<file path="src/hdl/amsm_params.svh">
// Register map, field positions and timing constants of the axis motion state machine
// Operation
// - Absolute move accepted in standstill, discrete or continuous; drives to commanded position.
// - Relative move target equals distance plus actual position sampled at execution.
// - Velocity move runs endlessly at commanded velocity until replaced; same valid states.
// - Homing accepted only in standstill; loads position after reference and offset.
// - Successful homing returns to standstill and reports done.
// - Stop accepted in standstill, motion or homing; aborts others, enters stopping.
// - While stopping, every other motion command is refused.
// - Stop done rises when axis velocity reaches zero.
// - Axis stays stopping while stop execute high or velocity nonzero.
// - Stopping goes to standstill once stop done and execute low.
// - Halt accepted in standstill or motion; decelerates holding discrete motion.
// - Halt done moves the axis to standstill.
// - A second power command instance seizing an owned axis forces error stop.
// - Disabling power de-powers the axis; issuer disables before reconfiguring.
// - With ready monitoring on, motion commands other than stop are refused until drive ready.
// - In-position not seen within five seconds after the last pulse of an absolute or relative move flags mechanical error.
// - Move parameters are captured only on execute rising edge; home offset and home position are read when used.
`ifndef AMSM_PARAMS_SVH
`define AMSM_PARAMS_SVH

`define AMSM_ADDR_CTRL 8'h00
`define AMSM_ADDR_EXEC 8'h04
`define AMSM_ADDR_POS 8'h08
`define AMSM_ADDR_VEL 8'h0C
`define AMSM_ADDR_HOMEPOS 8'h10
`define AMSM_ADDR_HOMEOFS 8'h14
`define AMSM_ADDR_STATUS 8'h18
`define AMSM_ADDR_ACTPOS 8'h1C
`define AMSM_ADDR_IRQST 8'h20
`define AMSM_ADDR_IRQMASK 8'h24

`define AMSM_CTRL_PWR 0
`define AMSM_CTRL_ID_LSB 4
`define AMSM_CTRL_ID_MSB 7
`define AMSM_CTRL_RDYMON 8
`define AMSM_CTRL_INPOS 9
`define AMSM_VEL_NEG 16

`define AMSM_CMD_ABS 0
`define AMSM_CMD_REL 1
`define AMSM_CMD_VEL 2
`define AMSM_CMD_HOME 3
`define AMSM_CMD_STOP 4
`define AMSM_CMD_HALT 5

`define AMSM_STAT_MECH 3
`define AMSM_STAT_DONE_LSB 8
`define AMSM_STAT_ERR_LSB 16
`define AMSM_STAT_READY 24
`define AMSM_STAT_INPOS 25

`define AMSM_IRQ_DONE 0
`define AMSM_IRQ_REJECT 1
`define AMSM_IRQ_MECH 2
`define AMSM_IRQ_ERRSTOP 3

`define AMSM_RAMP_STEP 16'h0010
`define AMSM_CLK_MHZ 250
`define AMSM_INPOS_TIMEOUT_MS 5000

`endif

</file>
<file path="src/hdl/amsm_pkg.sv">
// Types of the axis motion state machine
package amsm_pkg;

    typedef enum logic [2:0] {
        ST_DISABLED,
        ST_STANDSTILL,
        ST_DISCRETE,
        ST_CONTINUOUS,
        ST_HOMING,
        ST_STOPPING,
        ST_ERRORSTOP
    } amsm_state_e;

    typedef struct packed {
        amsm_state_e state;
        logic homeSeek;
        logic fresh;
        logic [2:0] activeCmd;
        logic [5:0] exec;
        logic [5:0] execPrev;
        logic [5:0] done;
        logic [5:0] err;
        logic powerEn;
        logic [3:0] ownerId;
        logic readyMonEn;
        logic inPosEn;
        logic [31:0] posParam;
        logic [15:0] velParam;
        logic velNeg;
        logic [31:0] homePos;
        logic [31:0] homeOffset;
        logic [31:0] tgtPos;
        logic [15:0] cmdVel;
        logic posMode;
        logic dirNeg;
        logic run;
        logic loadPos;
        logic [2:0] sync1;
        logic [2:0] sync2;
        logic inPosArm;
        logic mechErr;
        logic [31:0] inPosCnt;
        logic [3:0] irqSt;
        logic [3:0] irqMask;
        logic irq;
        logic [31:0] rdData;
    } amsm_ctrl_s;

    typedef struct packed {
        logic [15:0] acc;
        logic [15:0] curVel;
        logic [31:0] pos;
        logic dir;
        logic pulse;
        logic velZero;
        logic atTarget;
    } amsm_gen_s;

endpackage

</file>
<file path="src/hdl/amsm_motion_if.sv">
// Link between the axis sequencer and its step generator
`timescale 1ns/1ps
interface amsm_motion_if;
    logic [31:0] tgtPos;
    logic [15:0] cmdVel;
    logic posMode;
    logic dirNeg;
    logic run;
    logic loadPos;
    logic [31:0] loadVal;
    logic [31:0] actPos;
    logic velZero;
    logic atTarget;
    logic stepPulse;
    logic stepDir;

    modport ctl (
        output tgtPos, cmdVel, posMode, dirNeg, run, loadPos, loadVal,
        input actPos, velZero, atTarget, stepPulse, stepDir
    );
    modport gen (
        input tgtPos, cmdVel, posMode, dirNeg, run, loadPos, loadVal,
        output actPos, velZero, atTarget, stepPulse, stepDir
    );
endinterface

</file>
<file path="src/hdl/amsm_step_gen.sv">
// Step and direction generator with linear velocity ramp
`timescale 1ns/1ps
`include "amsm_params.svh"
module amsm_step_gen #(
    parameter logic [15:0] RAMP_STEP = `AMSM_RAMP_STEP
) (
    input wire logic core_clk,
    input wire logic nrst,
    amsm_motion_if.gen mi
);
    amsm_pkg::amsm_gen_s gen_r;
    amsm_pkg::amsm_gen_s gen_nxt;
    logic desDir;
    logic [15:0] desVel;
    logic carry;
    logic step;
    logic atTgt;

    always_comb
    begin
        gen_nxt = gen_r;
        atTgt = mi.posMode && (gen_r.pos == mi.tgtPos);
        desDir = mi.posMode ? ($signed(mi.tgtPos) < $signed(gen_r.pos)) : mi.dirNeg;
        desVel = (!mi.run || atTgt) ? 16'h0000 : mi.cmdVel;
        // Reversal only through zero velocity
        if (gen_r.curVel == 16'h0000)
        begin
            gen_nxt.dir = desDir;
        end
        else if (gen_r.dir != desDir)
        begin
            desVel = 16'h0000;
        end
        if (gen_r.curVel < desVel)
        begin
            gen_nxt.curVel = ((desVel - gen_r.curVel) > RAMP_STEP) ? gen_r.curVel + RAMP_STEP : desVel;
        end
        else
        begin
            gen_nxt.curVel = ((gen_r.curVel - desVel) > RAMP_STEP) ? gen_r.curVel - RAMP_STEP : desVel;
        end
        // No decel planning: a position move stops hard on its last pulse
        if (atTgt)
        begin
            gen_nxt.curVel = 16'h0000;
        end
        {carry, gen_nxt.acc} = {1'b0, gen_r.acc} + {1'b0, gen_r.curVel};
        step = carry && !atTgt;
        gen_nxt.pulse = step;
        if (step)
        begin
            gen_nxt.pos = gen_r.dir ? gen_r.pos - 32'h0000_0001 : gen_r.pos + 32'h0000_0001;
        end
        if (mi.loadPos)
        begin
            gen_nxt.pos = mi.loadVal;
        end
        gen_nxt.velZero = (gen_nxt.curVel == 16'h0000);
        gen_nxt.atTarget = (gen_nxt.pos == mi.tgtPos);
    end

    always_ff @(posedge core_clk or negedge nrst)
    begin
        if (!nrst)
        begin
            gen_r <= '0;
        end
        else
        begin
            gen_r <= gen_nxt;
        end
    end

    assign mi.actPos = gen_r.pos;
    assign mi.velZero = gen_r.velZero;
    assign mi.atTarget = gen_r.atTarget;
    assign mi.stepPulse = gen_r.pulse;
    assign mi.stepDir = gen_r.dir;
endmodule

</file>
<file path="src/hdl/amsm_axis_ctrl.sv">
// Axis command sequencer with register port, interrupt and drive pins
`timescale 1ns/1ps
`include "amsm_params.svh"
module amsm_axis_ctrl #(
    parameter logic [31:0] INPOS_CYCLES = 32'(`AMSM_INPOS_TIMEOUT_MS * `AMSM_CLK_MHZ * 1000)
) (
    input wire logic core_clk,
    input wire logic nrst,
    input wire logic [7:0] regAddr,
    input wire logic [31:0] regWdata,
    input wire logic regWr,
    input wire logic regRd,
    output logic [31:0] regRdata,
    input wire logic driveReady,
    input wire logic inPosition,
    input wire logic homeRef,
    output logic stepPulse,
    output logic stepDir,
    output logic driveOn,
    output logic irq
);
    amsm_pkg::amsm_ctrl_s ax_r;
    amsm_pkg::amsm_ctrl_s ax_nxt;
    amsm_motion_if mi ();

    logic [5:0] rise;
    logic ready;
    logic moveOk;
    logic stopOk;
    logic [31:0] relSum;
    logic [3:0] evt;
    logic [3:0] irqClr;
    logic ctrlClash;

    amsm_step_gen u_gen (
        .core_clk(core_clk),
        .nrst(nrst),
        .mi(mi)
    );

    assign rise = ax_r.exec & ~ax_r.execPrev;
    assign ready = !ax_r.readyMonEn || ax_r.sync2[0];
    assign moveOk = ready && (ax_r.state inside {amsm_pkg::ST_STANDSTILL, amsm_pkg::ST_DISCRETE,
        amsm_pkg::ST_CONTINUOUS});
    assign stopOk = ax_r.state inside {amsm_pkg::ST_STANDSTILL, amsm_pkg::ST_DISCRETE,
        amsm_pkg::ST_CONTINUOUS, amsm_pkg::ST_HOMING};
    assign relSum = mi.actPos + ax_r.posParam;
    assign irqClr = (regWr && regAddr == `AMSM_ADDR_IRQST) ? regWdata[3:0] : 4'h0;
    assign ctrlClash = regWr && regAddr == `AMSM_ADDR_CTRL && regWdata[`AMSM_CTRL_PWR] && ax_r.powerEn
        && regWdata[`AMSM_CTRL_ID_MSB:`AMSM_CTRL_ID_LSB] != ax_r.ownerId;

    always_comb
    begin
        ax_nxt = ax_r;
        evt = 4'h0;
        ax_nxt.sync1 = {homeRef, inPosition, driveReady};
        ax_nxt.sync2 = ax_r.sync1;
        ax_nxt.execPrev = ax_r.exec;
        ax_nxt.loadPos = 1'b0;
        ax_nxt.fresh = 1'b0;
        ax_nxt.done = ax_r.done & ~rise;
        ax_nxt.err = ax_r.err & ~rise;

        if (ax_r.inPosArm)
        begin
            if (ax_r.sync2[1])
            begin
                ax_nxt.inPosArm = 1'b0;
            end
            else if (ax_r.inPosCnt >= INPOS_CYCLES - 32'h0000_0001)
            begin
                ax_nxt.inPosArm = 1'b0;
                ax_nxt.mechErr = 1'b1;
                evt[`AMSM_IRQ_MECH] = 1'b1;
            end
            else
            begin
                ax_nxt.inPosCnt = ax_r.inPosCnt + 32'h0000_0001;
            end
        end

        // Stop outranks every other command seen in the same cycle
        if (rise[`AMSM_CMD_STOP])
        begin
            if (stopOk)
            begin
                ax_nxt.state = amsm_pkg::ST_STOPPING;
                ax_nxt.run = 1'b0;
                ax_nxt.activeCmd = 3'(`AMSM_CMD_STOP);
                ax_nxt.inPosArm = 1'b0;
            end
            else
            begin
                ax_nxt.err[`AMSM_CMD_STOP] = 1'b1;
                evt[`AMSM_IRQ_REJECT] = 1'b1;
            end
        end
        else if (rise[`AMSM_CMD_HALT])
        begin
            if (moveOk)
            begin
                ax_nxt.state = amsm_pkg::ST_DISCRETE;
                ax_nxt.run = 1'b0;
                ax_nxt.activeCmd = 3'(`AMSM_CMD_HALT);
                ax_nxt.fresh = 1'b1;
            end
            else
            begin
                ax_nxt.err[`AMSM_CMD_HALT] = 1'b1;
                evt[`AMSM_IRQ_REJECT] = 1'b1;
            end
        end
        else if (rise[`AMSM_CMD_HOME])
        begin
            if (ready && ax_r.state == amsm_pkg::ST_STANDSTILL)
            begin
                ax_nxt.state = amsm_pkg::ST_HOMING;
                ax_nxt.homeSeek = 1'b1;
                ax_nxt.posMode = 1'b0;
                ax_nxt.dirNeg = 1'b1;
                ax_nxt.cmdVel = ax_r.velParam;
                ax_nxt.run = 1'b1;
                ax_nxt.activeCmd = 3'(`AMSM_CMD_HOME);
            end
            else
            begin
                ax_nxt.err[`AMSM_CMD_HOME] = 1'b1;
                evt[`AMSM_IRQ_REJECT] = 1'b1;
            end
        end
        else if (rise[`AMSM_CMD_VEL])
        begin
            if (moveOk)
            begin
                ax_nxt.state = amsm_pkg::ST_CONTINUOUS;
                ax_nxt.posMode = 1'b0;
                ax_nxt.dirNeg = ax_r.velNeg;
                ax_nxt.cmdVel = ax_r.velParam;
                ax_nxt.run = 1'b1;
                ax_nxt.activeCmd = 3'(`AMSM_CMD_VEL);
                ax_nxt.inPosArm = 1'b0;
            end
            else
            begin
                ax_nxt.err[`AMSM_CMD_VEL] = 1'b1;
                evt[`AMSM_IRQ_REJECT] = 1'b1;
            end
        end
        else if (rise[`AMSM_CMD_REL] || rise[`AMSM_CMD_ABS])
        begin
            if (moveOk)
            begin
                ax_nxt.state = amsm_pkg::ST_DISCRETE;
                ax_nxt.tgtPos = rise[`AMSM_CMD_REL] ? relSum : ax_r.posParam;
                ax_nxt.posMode = 1'b1;
                ax_nxt.cmdVel = ax_r.velParam;
                ax_nxt.run = 1'b1;
                ax_nxt.activeCmd = rise[`AMSM_CMD_REL] ? 3'(`AMSM_CMD_REL) : 3'(`AMSM_CMD_ABS);
                ax_nxt.fresh = 1'b1;
                ax_nxt.inPosArm = 1'b0;
            end
            else
            begin
                ax_nxt.err = ax_nxt.err | (rise & 6'h03);
                evt[`AMSM_IRQ_REJECT] = 1'b1;
            end
        end
        else if (!ax_r.fresh)
        begin
            case (ax_r.state)
                amsm_pkg::ST_STOPPING:
                begin
                    if (mi.velZero && !ax_r.done[`AMSM_CMD_STOP])
                    begin
                        ax_nxt.done[`AMSM_CMD_STOP] = 1'b1;
                        evt[`AMSM_IRQ_DONE] = 1'b1;
                    end
                end
                amsm_pkg::ST_DISCRETE:
                begin
                    if (mi.velZero && (ax_r.activeCmd == 3'(`AMSM_CMD_HALT) || mi.atTarget))
                    begin
                        ax_nxt.state = amsm_pkg::ST_STANDSTILL;
                        ax_nxt.done[ax_r.activeCmd] = 1'b1;
                        ax_nxt.run = 1'b0;
                        evt[`AMSM_IRQ_DONE] = 1'b1;
                        if (ax_r.activeCmd != 3'(`AMSM_CMD_HALT) && ax_r.inPosEn)
                        begin
                            ax_nxt.inPosArm = 1'b1;
                            ax_nxt.inPosCnt = 32'h0000_0000;
                        end
                    end
                end
                amsm_pkg::ST_HOMING:
                begin
                    if (ax_r.homeSeek)
                    begin
                        if (ax_r.sync2[2])
                        begin
                            ax_nxt.homeSeek = 1'b0;
                            ax_nxt.tgtPos = mi.actPos + ax_r.homeOffset;
                            ax_nxt.posMode = 1'b1;
                            ax_nxt.fresh = 1'b1;
                        end
                    end
                    else if (mi.velZero && mi.atTarget)
                    begin
                        ax_nxt.loadPos = 1'b1;
                        ax_nxt.state = amsm_pkg::ST_STANDSTILL;
                        ax_nxt.done[`AMSM_CMD_HOME] = 1'b1;
                        ax_nxt.run = 1'b0;
                        evt[`AMSM_IRQ_DONE] = 1'b1;
                    end
                end
                default:
                begin
                end
            endcase
        end

        // Release is not held off by a refused command in the same cycle
        if (ax_r.state == amsm_pkg::ST_STOPPING && ax_r.done[`AMSM_CMD_STOP] && !ax_r.exec[`AMSM_CMD_STOP])
        begin
            ax_nxt.state = amsm_pkg::ST_STANDSTILL;
        end

        if (regWr)
        begin
            case (regAddr)
                `AMSM_ADDR_CTRL:
                begin
                    if (ctrlClash)
                    begin
                        ax_nxt.state = amsm_pkg::ST_ERRORSTOP;
                        evt[`AMSM_IRQ_ERRSTOP] = 1'b1;
                    end
                    else
                    begin
                        ax_nxt.powerEn = regWdata[`AMSM_CTRL_PWR];
                        ax_nxt.ownerId = regWdata[`AMSM_CTRL_ID_MSB:`AMSM_CTRL_ID_LSB];
                    end
                    ax_nxt.readyMonEn = regWdata[`AMSM_CTRL_RDYMON];
                    ax_nxt.inPosEn = regWdata[`AMSM_CTRL_INPOS];
                    // A timeout in the same cycle wins over the clear
                    ax_nxt.mechErr = evt[`AMSM_IRQ_MECH];
                end
                `AMSM_ADDR_EXEC:
                    ax_nxt.exec = regWdata[5:0];
                `AMSM_ADDR_POS:
                    ax_nxt.posParam = regWdata;
                `AMSM_ADDR_VEL:
                begin
                    ax_nxt.velParam = regWdata[15:0];
                    ax_nxt.velNeg = regWdata[`AMSM_VEL_NEG];
                end
                `AMSM_ADDR_HOMEPOS:
                    ax_nxt.homePos = regWdata;
                `AMSM_ADDR_HOMEOFS:
                    ax_nxt.homeOffset = regWdata;
                `AMSM_ADDR_IRQMASK:
                    ax_nxt.irqMask = regWdata[3:0];
                default:
                begin
                end
            endcase
        end

        if (ax_nxt.state == amsm_pkg::ST_ERRORSTOP)
        begin
            ax_nxt.run = 1'b0;
        end
        if (!ax_nxt.powerEn)
        begin
            ax_nxt.state = amsm_pkg::ST_DISABLED;
            ax_nxt.run = 1'b0;
        end
        else if (ax_r.state == amsm_pkg::ST_DISABLED)
        begin
            ax_nxt.state = amsm_pkg::ST_STANDSTILL;
        end

        // New events win over a same-cycle clear
        ax_nxt.irqSt = (ax_r.irqSt & ~irqClr) | evt;
        ax_nxt.irq = |(ax_nxt.irqSt & ax_nxt.irqMask);

        ax_nxt.rdData = 32'h0000_0000;
        if (regRd)
        begin
            case (regAddr)
                `AMSM_ADDR_CTRL:
                begin
                    ax_nxt.rdData[`AMSM_CTRL_PWR] = ax_r.powerEn;
                    ax_nxt.rdData[`AMSM_CTRL_ID_MSB:`AMSM_CTRL_ID_LSB] = ax_r.ownerId;
                    ax_nxt.rdData[`AMSM_CTRL_RDYMON] = ax_r.readyMonEn;
                    ax_nxt.rdData[`AMSM_CTRL_INPOS] = ax_r.inPosEn;
                end
                `AMSM_ADDR_EXEC:
                    ax_nxt.rdData[5:0] = ax_r.exec;
                `AMSM_ADDR_POS:
                    ax_nxt.rdData = ax_r.posParam;
                `AMSM_ADDR_VEL:
                    ax_nxt.rdData = {15'h0000, ax_r.velNeg, ax_r.velParam};
                `AMSM_ADDR_HOMEPOS:
                    ax_nxt.rdData = ax_r.homePos;
                `AMSM_ADDR_HOMEOFS:
                    ax_nxt.rdData = ax_r.homeOffset;
                `AMSM_ADDR_STATUS:
                begin
                    ax_nxt.rdData[2:0] = ax_r.state;
                    ax_nxt.rdData[`AMSM_STAT_MECH] = ax_r.mechErr;
                    ax_nxt.rdData[`AMSM_STAT_DONE_LSB +: 6] = ax_r.done;
                    ax_nxt.rdData[`AMSM_STAT_ERR_LSB +: 6] = ax_r.err;
                    ax_nxt.rdData[`AMSM_STAT_READY] = ax_r.sync2[0];
                    ax_nxt.rdData[`AMSM_STAT_INPOS] = ax_r.sync2[1];
                end
                `AMSM_ADDR_ACTPOS:
                    ax_nxt.rdData = mi.actPos;
                `AMSM_ADDR_IRQST:
                    ax_nxt.rdData[3:0] = ax_r.irqSt;
                `AMSM_ADDR_IRQMASK:
                    ax_nxt.rdData[3:0] = ax_r.irqMask;
                default:
                begin
                end
            endcase
        end
    end

    always_ff @(posedge core_clk or negedge nrst)
    begin
        if (!nrst)
        begin
            ax_r <= '0;
        end
        else
        begin
            ax_r <= ax_nxt;
        end
    end

    assign mi.tgtPos = ax_r.tgtPos;
    assign mi.cmdVel = ax_r.cmdVel;
    assign mi.posMode = ax_r.posMode;
    assign mi.dirNeg = ax_r.dirNeg;
    assign mi.run = ax_r.run;
    assign mi.loadPos = ax_r.loadPos;
    assign mi.loadVal = ax_r.homePos;
    assign regRdata = ax_r.rdData;
    assign stepPulse = mi.stepPulse;
    assign stepDir = mi.stepDir;
    assign driveOn = ax_r.powerEn;
    assign irq = ax_r.irq;
endmodule

</file>
<file path="config.mk">
export PLATFORM = sky130hd
export DESIGN_NAME = amsm_axis_ctrl
export DESIGN_NICKNAME = d
export VERILOG_FILES = /design/src/hdl/amsm_pkg.sv /design/src/hdl/amsm_motion_if.sv /design/src/hdl/amsm_step_gen.sv /design/src/hdl/amsm_axis_ctrl.sv
export VERILOG_INCLUDE_DIRS = /design/src /design/src/hdl
export SDC_FILE = /design/constraint.sdc
export NUM_CORES = 1
export LEC_CHECK = 0
export BUFFER_PORTS_ARGS = -buffer_cell sky130_fd_sc_hd__clkbuf_2
export CORE_MARGIN = 4
export CORE_UTILIZATION = 60
export CTS_BUF_LIST = sky130_fd_sc_hd__clkbuf_16
export DETAILED_ROUTE_END_ITERATION = 7
export PLACE_DENSITY = 0.76
export SETUP_SLACK_MARGIN = 0.1
export SLEW_MARGIN = 20
export SYNTH_ARGS = -nofsm -noshare
export SYNTH_HDL_FRONTEND = slang
export SYNTH_SLANG_ARGS = --single-unit
</file>
<file path="constraint.sdc">
create_clock -name core_clk -period 17.5 [get_ports core_clk]
set_input_delay 0.875 -clock core_clk [delete_from_list [all_inputs] [get_ports core_clk]]
set_output_delay 0.875 -clock core_clk [all_outputs]
set_load 0.1 [all_outputs]
</file>
==> results.yml, run 1 <==
die:
  die_area_um2: 44400
  die_x_um: 211
  io_pins: 83
  die-height_um: 211
  row_count: 74
  initial_utilization_pct: 60.6
  core_um2: 40700
grt:
  grt_pass1_wl_um: 126000
  grt_use_total_pct: 36.2
  antenna_found_initial: 2
  grt_pass1_vias: 21487
  grt_start_max_net_pins: 163
  grt-ovfl-total: 0
placement:
  dpl.hpwl_um: 60000
  io_buffer_count: 82
  gp_congestion: 0.975
  dp.cells: 3173
synthesis:
  synthTopCellsByArea: "dfrtp_1 36%, ha_1 8.8%, mux2_2 6.8%, a21oi_1 4.3%, xnor2_1 4.0%"
  syn_nets: 2892
  synth.top_cell.area_share_pct: 35.8
  yosys.area.top_type: "dfrtp_1"
  synthCells: 2667
  synth_flop_cell: "dfrtp_1"
  synth_warnings: 0
  yosysSeqAreaShare_pct: 35.8
  synthDistinctLibCells: 100
  synth-edff-count: 0
  postSynthRegisterBits: 353
  synth.avg_cell_area_um2: 9.25
  async_reset_ff_share_pct: 100
  syn_area_um2: 24700
clock_network:
  cts_setup_buffers: 0
  clockRootBuffer: "clkbuf_16"
  cts.clk_slew.worst_paths_ps: 60
  insertion_delay_ps: 590
  clkSinkCount: 353
  cts_tree: "yes"
  htree_levels: 2
  ctsLongestPathBuffers: 3
  cts-buffers-inserted: 40
  cts_resized: 0
  holdBufCountCts: 0
power_and_ir_drop:
  pwr-share-comb_pct: 50.5
  p_leak_nw: 12.6
  swShare_pct: 44.3
  worst_ir_drop_vdd_mv: 0.0933
  p_switching_w: 0.00175
  p_int_w: 0.00220
  p_clk_share_pct: 21.7
  seqPwrFrac_pct: 27.8
  power_density_nw_per_um2: 148
cells_and_area:
  layout_commonest_cell: "dfrtp_1"
  areaGrowthSynthToFinish_pct: 8.24
  regArea_um2: 8830
  final_cells: 3249
  nFillCells: 3407
  drive_gt1_share_pct: 13.7
  final_cell_mix: "352 x dfrtp_1, 211 x a21oi_1, 200 x nor2_1"
  nets: 2909
  multi_input_area_um2: 14800
setup_path:
  r2r-end: "u_gen.mi.velZero"
  rrSetupSlack_ps: 9440
  end_kind: "flop"
  worstPathArrival_ps: 8520
  worstRegToRegCells: 24
  required_ps: 17960
  cp_max_fo: 17
  crit_type: "flop to flop"
  reg2reg_from: "u_gen.mi.actPos[31]"
  critPathLaunchType: "flop"
timing:
  period_minus_slack_ps: 8060
  setup-tns-final_ps: 0
  setup_viol: 0
  max-slew-margin-rel_pct: 13.1
  worst_pin_slew_ps: 1290
  drv_slew: 0
  fmax_mhz: 124
  fin_crit_sh_pct: 46.1
  hold_viol: 0
  clock_skew_ps: 33.3
  rsz0062_at_grt: "false"
route:
  dr.pass1.iters: 8
  wl_per_cell_um: 25.0
  via_per_inst: 6.68
  drc_errors: 0
  via_count: 21717
  wirelength_um: 81300
  drtAntennaViolNets: 0
  drtIter0Drc: 2549
min_path:
  min_path_type: "input port to async pin"
flow_run:
  maxCapViolCount: 0
outcome:
  status: "complete, no violations"
-- metrics by stage --
step	setup WS, ps	cell area, um^2	util, %	hold slack, ps	power, W
6_report	9440	26700	65.6	311	0.00395
5_1_grt	8900	26700	65.6	363	0.00420
2_1_floorplan	10640	24700	-	331	0.00253
3_5_place_dp	9620	25400	62.2	342	0.00305
4_1_cts	9570	26700	65.5	357	0.00392
3_3_place_gp	9720	25400	62.2	335	0.00302
-- synthesized netlist by cell type, types with 7 or more instances --
| cell type | count |
|---|---|
| nand2b_1 | 31 |
| xor2_1 | 81 |
| a21boi_0 | 7 |
| a222oi_1 | 15 |
| o21ai_0 | 143 |
| ha_1 | 173 |
| a211oi_1 | 35 |
| o221ai_1 | 8 |
| clkbuf_1 | 77 |
| nand4_1 | 28 |
| buf_1 | 15 |
| dfrtp_1 | 353 |
| nor4_1 | 18 |
| and3_1 | 27 |
| nor2b_1 | 29 |
| nor3_1 | 54 |
| nand2_1 | 193 |
| a21o_1 | 56 |
| nand3_1 | 59 |
| o211ai_1 | 13 |
| xnor2_1 | 114 |
| a22oi_1 | 66 |
| or3_1 | 22 |
| nand3b_1 | 8 |
| o21a_1 | 23 |
| nor3b_1 | 7 |
| a2111oi_0 | 9 |
| a22o_1 | 11 |
| o22ai_1 | 11 |
| a21oi_1 | 211 |
| inv_1 | 119 |
| and2_1 | 24 |
| a211o_1 | 7 |
| mux2i_1 | 18 |
| buf_4 | 34 |
| nor2_1 | 204 |
| o21bai_1 | 24 |
| a31oi_1 | 36 |
| o31ai_1 | 10 |
| mux2_2 | 149 |
| a221oi_1 | 17 |
-- layout make-up --
cell class / count / area share [%]
diodes: 1 / 0.00937
clock buffers: 40 / 3.75
clock inverters: 34 / 1.23
inverters: 120 / 1.69
multi-input cells: 2062 / 55.4
flip-flops and latches: 353 / 33.1
well taps: 532 / 2.49
repair buffers: 107 / 2.40
-- power groups by stage --
stage / clock, W / combinational [W] / sequential (W)
after floorplan: 0 / 0.00148 / 0.00105
after global placement: 0 / 0.00192 / 0.00110
after detailed placement: 0 / 0.00194 / 0.00111
after CTS: 0.000869 / 0.00196 / 0.00109
after global routing: 0.000906 / 0.00219 / 0.00111
final: 0.000857 / 0.00200 / 0.00110
-- registers in the layout (all words and copies together) (netlist names), named ones only --
register            cells
mi.dirNeg               1
mi.loadPos              1
mi.run                  1
mi.cmdVel              16
regRdata               32
mi.posMode              1
u_gen.mi.atTarget       1
mi.tgtPos              32
u_gen.mi.stepPulse      1
u_gen.mi.velZero        1
irq                     1
u_gen.gen_r            32
ax_r                  152
u_gen.mi.actPos        32
ax_nxt                  9
u_gen.mi.stepDir        1
mi.loadVal             32
driveOn                 1
-- per-layer routing --
layer	up-vias	routed length (um)	track usage, %
met4	0	3620	14.9
met5	-	0	0
met2	1037	36400	56.0
li1	9781	-	-
met1	10679	34200	50.2
met3	220	7180	7.46
-- cells by family (layout without fill, tap and decap cells) --
family          count (synthesis)  count (layout)  synth area share [%]
other cells                     0               1                     0
compound gates                777             777                  20.9
mux                           169             169                  7.68
fa+ha+maj                     178             178                  9.18
buf+inv                       252             301                  4.43
flops                         353             353                  35.8
simple gates                  742             742                  15.0
xor+xnor                      196             196                  7.02
-- worst max-delay path: stages, from the launching register on --
cell and delay [ps]:
dfrtp_1 490, inv_1 130, ha_1 460, nand4_2 210, nor4_4 410, o311a_1 310
mux2_4 390, nor2_1 240, o211a_1 560, and2_1 270, ha_1 330, nor3b_1 190
or4b_1 500, a31oi_1 180, o21ai_1 100, a211oi_2 290, nand4_1 130, o21a_1 200
a221o_1 350, nor4_4 410, and2_1 420, mux2i_4 250, o221a_4 360, or4b_4 480
nor4b_2 250
-- worst max-delay path by stage --
stage / startpoint / to / slack (ps)
floorplan: u_gen.mi.stepDir / u_gen.mi.velZero / 10640
global placement: u_gen.mi.actPos[31] / u_gen.mi.velZero / 9720
detailed placement: u_gen.mi.actPos[31] / u_gen.mi.velZero / 9620
CTS: u_gen.mi.actPos[31] / u_gen.mi.velZero / 9570
global route: u_gen.mi.actPos[31] / u_gen.mi.velZero / 8900
finish: u_gen.mi.actPos[31] / u_gen.mi.velZero / 9440
Power figures use the tool's default switching activity.
==> inputs of run 2 (changes only) <==
Settings changed: ABC_AREA from default to 1, CORE_UTILIZATION 60 to 58, PLACE_DENSITY 0.76 to 0.77.
Clock period 17.5 ns to 7.2 ns, I/O delays scaled along.
==> results.yml, run 2 <==
synthesis:
  synth_top_family_by_area: "simple AND/OR/NAND/NOR gates"
  synth_fa_ha_area_share_pct: 9.26
  yosysSeqAreaShare_pct: 36.1
  async_reset_ff_share_pct: 100
  synth.top_cell.area_share_pct: 36.1
  synthMuxAreaShare_pct: 0
  yosysMostFrequentCell: "nand2_1"
  synth-edff-count: 0
  postSynthRegisterBits: 353
  yosys.area.top_type: "dfrtp_1"
  synth_xor_area_share_pct: 5.16
  syn_nets: 3547
  yosys.area_share.simple_pct: 21.1
  synth_flop_cell: "dfrtp_1"
  synthDistinctLibCells: 62
  syn_area_um2: 24500
  synthCells: 3322
  synth_compound_area_share_pct: 19.0
  synth_common_cells: "710 x nand2_1, 439 x inv_1, 353 x dfrtp_1"
  synth_warnings: 0
  synthTopCellsByArea: "dfrtp_1 36%, nand2_1 11%, ha_1 8.9%, o21ai_0 7.0%, inv_1 6.7%"
  synth.avg_cell_area_um2: 7.36
power_and_ir_drop:
  power_density_nw_per_um2: 326
  worst_ir_drop_vdd_mv: 0.225
  p_leak_nw: 13.1
  power.total_w: 0.00861
setup_path:
  critPathBufInv: 3
  slowest_delay_ps: 440
  rrSetupSlack_ps: 1260
  cp_max_fo: 19
  worstPathArrival_ps: 6430
  critPathLaunchType: "flop"
  crit_type: "flop to flop"
  crit_path_frequent_cell: "nand2_1"
  end_kind: "flop"
  required_ps: 7680
  cp_slowest_cell: "dfrtp_1"
  crit_family: "simple AND/OR/NAND/NOR gates"
outcome:
  status: "complete, no violations"
timing:
  max-slew-margin-rel_pct: 34.0
  worst_pin_slew_ps: 987
  finalHoldWorstSlack_ps: 35.4
  rsz0062_at_grt: "false"
  clock_skew_ps: 20.6
  setup-tns-final_ps: 0
  hold_viol: 0
  fin_crit_sh_pct: 82.5
  period_minus_slack_ps: 5940
  setup_viol: 0
  fmax_mhz: 168
  drv_slew: 0
clock_network:
  cts_resized: 0
  cts-buffers-inserted: 40
  cts_tree: "yes"
  cts.clk_slew.worst_paths_ps: 60
  insertion_delay_ps: 600
  clkSinkCount: 353
  htree_levels: 2
  clockRootBuffer: "clkbuf_16"
  ctsLongestPathBuffers: 3
die:
  io_pins: 83
  die-height_um: 213
  die_area_um2: 45500
  core_um2: 41300
  row_count: 74
  initial_utilization_pct: 59.2
  die_x_um: 213
route:
  drtAntennaViolNets: 0
  wl_per_cell_um: 21.3
  dr.pass1.iters: 6
  via_per_inst: 6.09
  drtIter0Drc: 2995
  wirelength_um: 83400
  drc_errors: 0
  via_count: 23851
cells_and_area:
  largest_reg_flops: 152
  areaGrowthSynthToFinish_pct: 8.01
  layout_commonest_cell: "nand2_1"
  insertedDiodeCount: 0
  final_cell_mix: "706 x nand2_1, 447 x inv_1, 353 x dfrtp_1"
  final_area_um2: 26400
  top_register: "ax_r"
  drive_gt1_share_pct: 6.59
  nets: 3575
  utilization_pct: 64.0
placement:
  io_buffer_count: 82
  place_area_um2: 25200
  gp_congestion: 1.04
  dpl.hpwl_um: 61500
grt:
  antenna_found_initial: 2
  grt_pass1_wl_um: 129000
  grt-ovfl-total: 0
  grt_start_max_net_pins: 117
  grt_pass1_vias: 22342
  grt_use_total_pct: 36.3
min_path:
  min_path_type: "input port to flop"
flow_run:
  maxCapViolCount: 0
## run 2: area by class of cell
class / instances / area (um^2)
Multi-Input combinational cell: 2395 / 13400
Clock buffer: 40 / 1000
Fill cell: 3729 / 14900
Inverter: 449 / 1690
Timing Repair Buffer: 111 / 652
Clock inverter: 34 / 220
Tap cell: 532 / 666
Sequential cell: 353 / 8830
## run 2: timing repair
item / in CTS / in global routing
hold buffers: 4 / 0
endpoints found under the hold margin: 115 / 0
setup buffers: 0 / 0
## run 2: cell families (layout without fill, tap and decap cells)
family / Yosys count / in the layout
DFF: 353 / 353
AOI/OAI and AO/OA: 830 / 830
adders and majority gates: 178 / 178
xor gates and xnor gates: 144 / 144
and+or+nand+nor: 1243 / 1243
buffers and inverters: 574 / 634
## run 2: path summary, 6_finish.rpt
path	endpoint	depth (start not counted)	start
setup / recovery	u_gen.mi.velZero	33	u_gen.mi.actPos[31]
hold / removal	ax_r[242]	3	regWdata[28]
setup reg to reg	u_gen.mi.velZero	33	u_gen.mi.actPos[31]
hold reg to reg	ax_r[75]	0	ax_nxt[75]
max in group asynchronous	ax_r[63]	3	nrst
min in group asynchronous	ax_r[145]	2	nrst
## run 2: where the power goes
group	leakage (nW)	internal (W)	switching [W]	total [W]
clock	0.623	0.00106	0.000905	0.00196
combinational	7.73	0.00137	0.00250	0.00386
sequential	4.70	0.00233	0.000452	0.00278
total	13.1	0.00476	0.00385	0.00861
## run 2: through the flow
stage / worst slack [ps] / std cells
2_1_floorplan: 2130 / 3322
4_1_cts: 1380 / 3914
6_report: 1260 / 3914
5_1_grt: 724 / 3914
3_5_place_dp: 1400 / 3836
3_3_place_gp: 1540 / 3836
## run 2: routing by layer
| metal | wire [um] | track usage, % | up-vias |
|---|---|---|---|
| met4 | 3150 | 12.5 | 2 |
| met3 | 9790 | 8.44 | 205 |
| met2 | 34900 | 53.0 | 1329 |
| met5 | 14 | 0 | - |
| li1 | - | - | 11046 |
| met1 | 35500 | 53.3 | 11269 |
## run 2: worst register-to-register path, delay by kind of cell, from the launching register on
| kind | cells | cell delay (ps) |
|---|---|---|
| and+or+nand+nor | 20 | 2530 |
| DFF | 1 | 440 |
| buffers and inverters | 3 | 650 |
| adders and majority gates | 2 | 730 |
| AOI/OAI and AO/OA | 8 | 1490 |
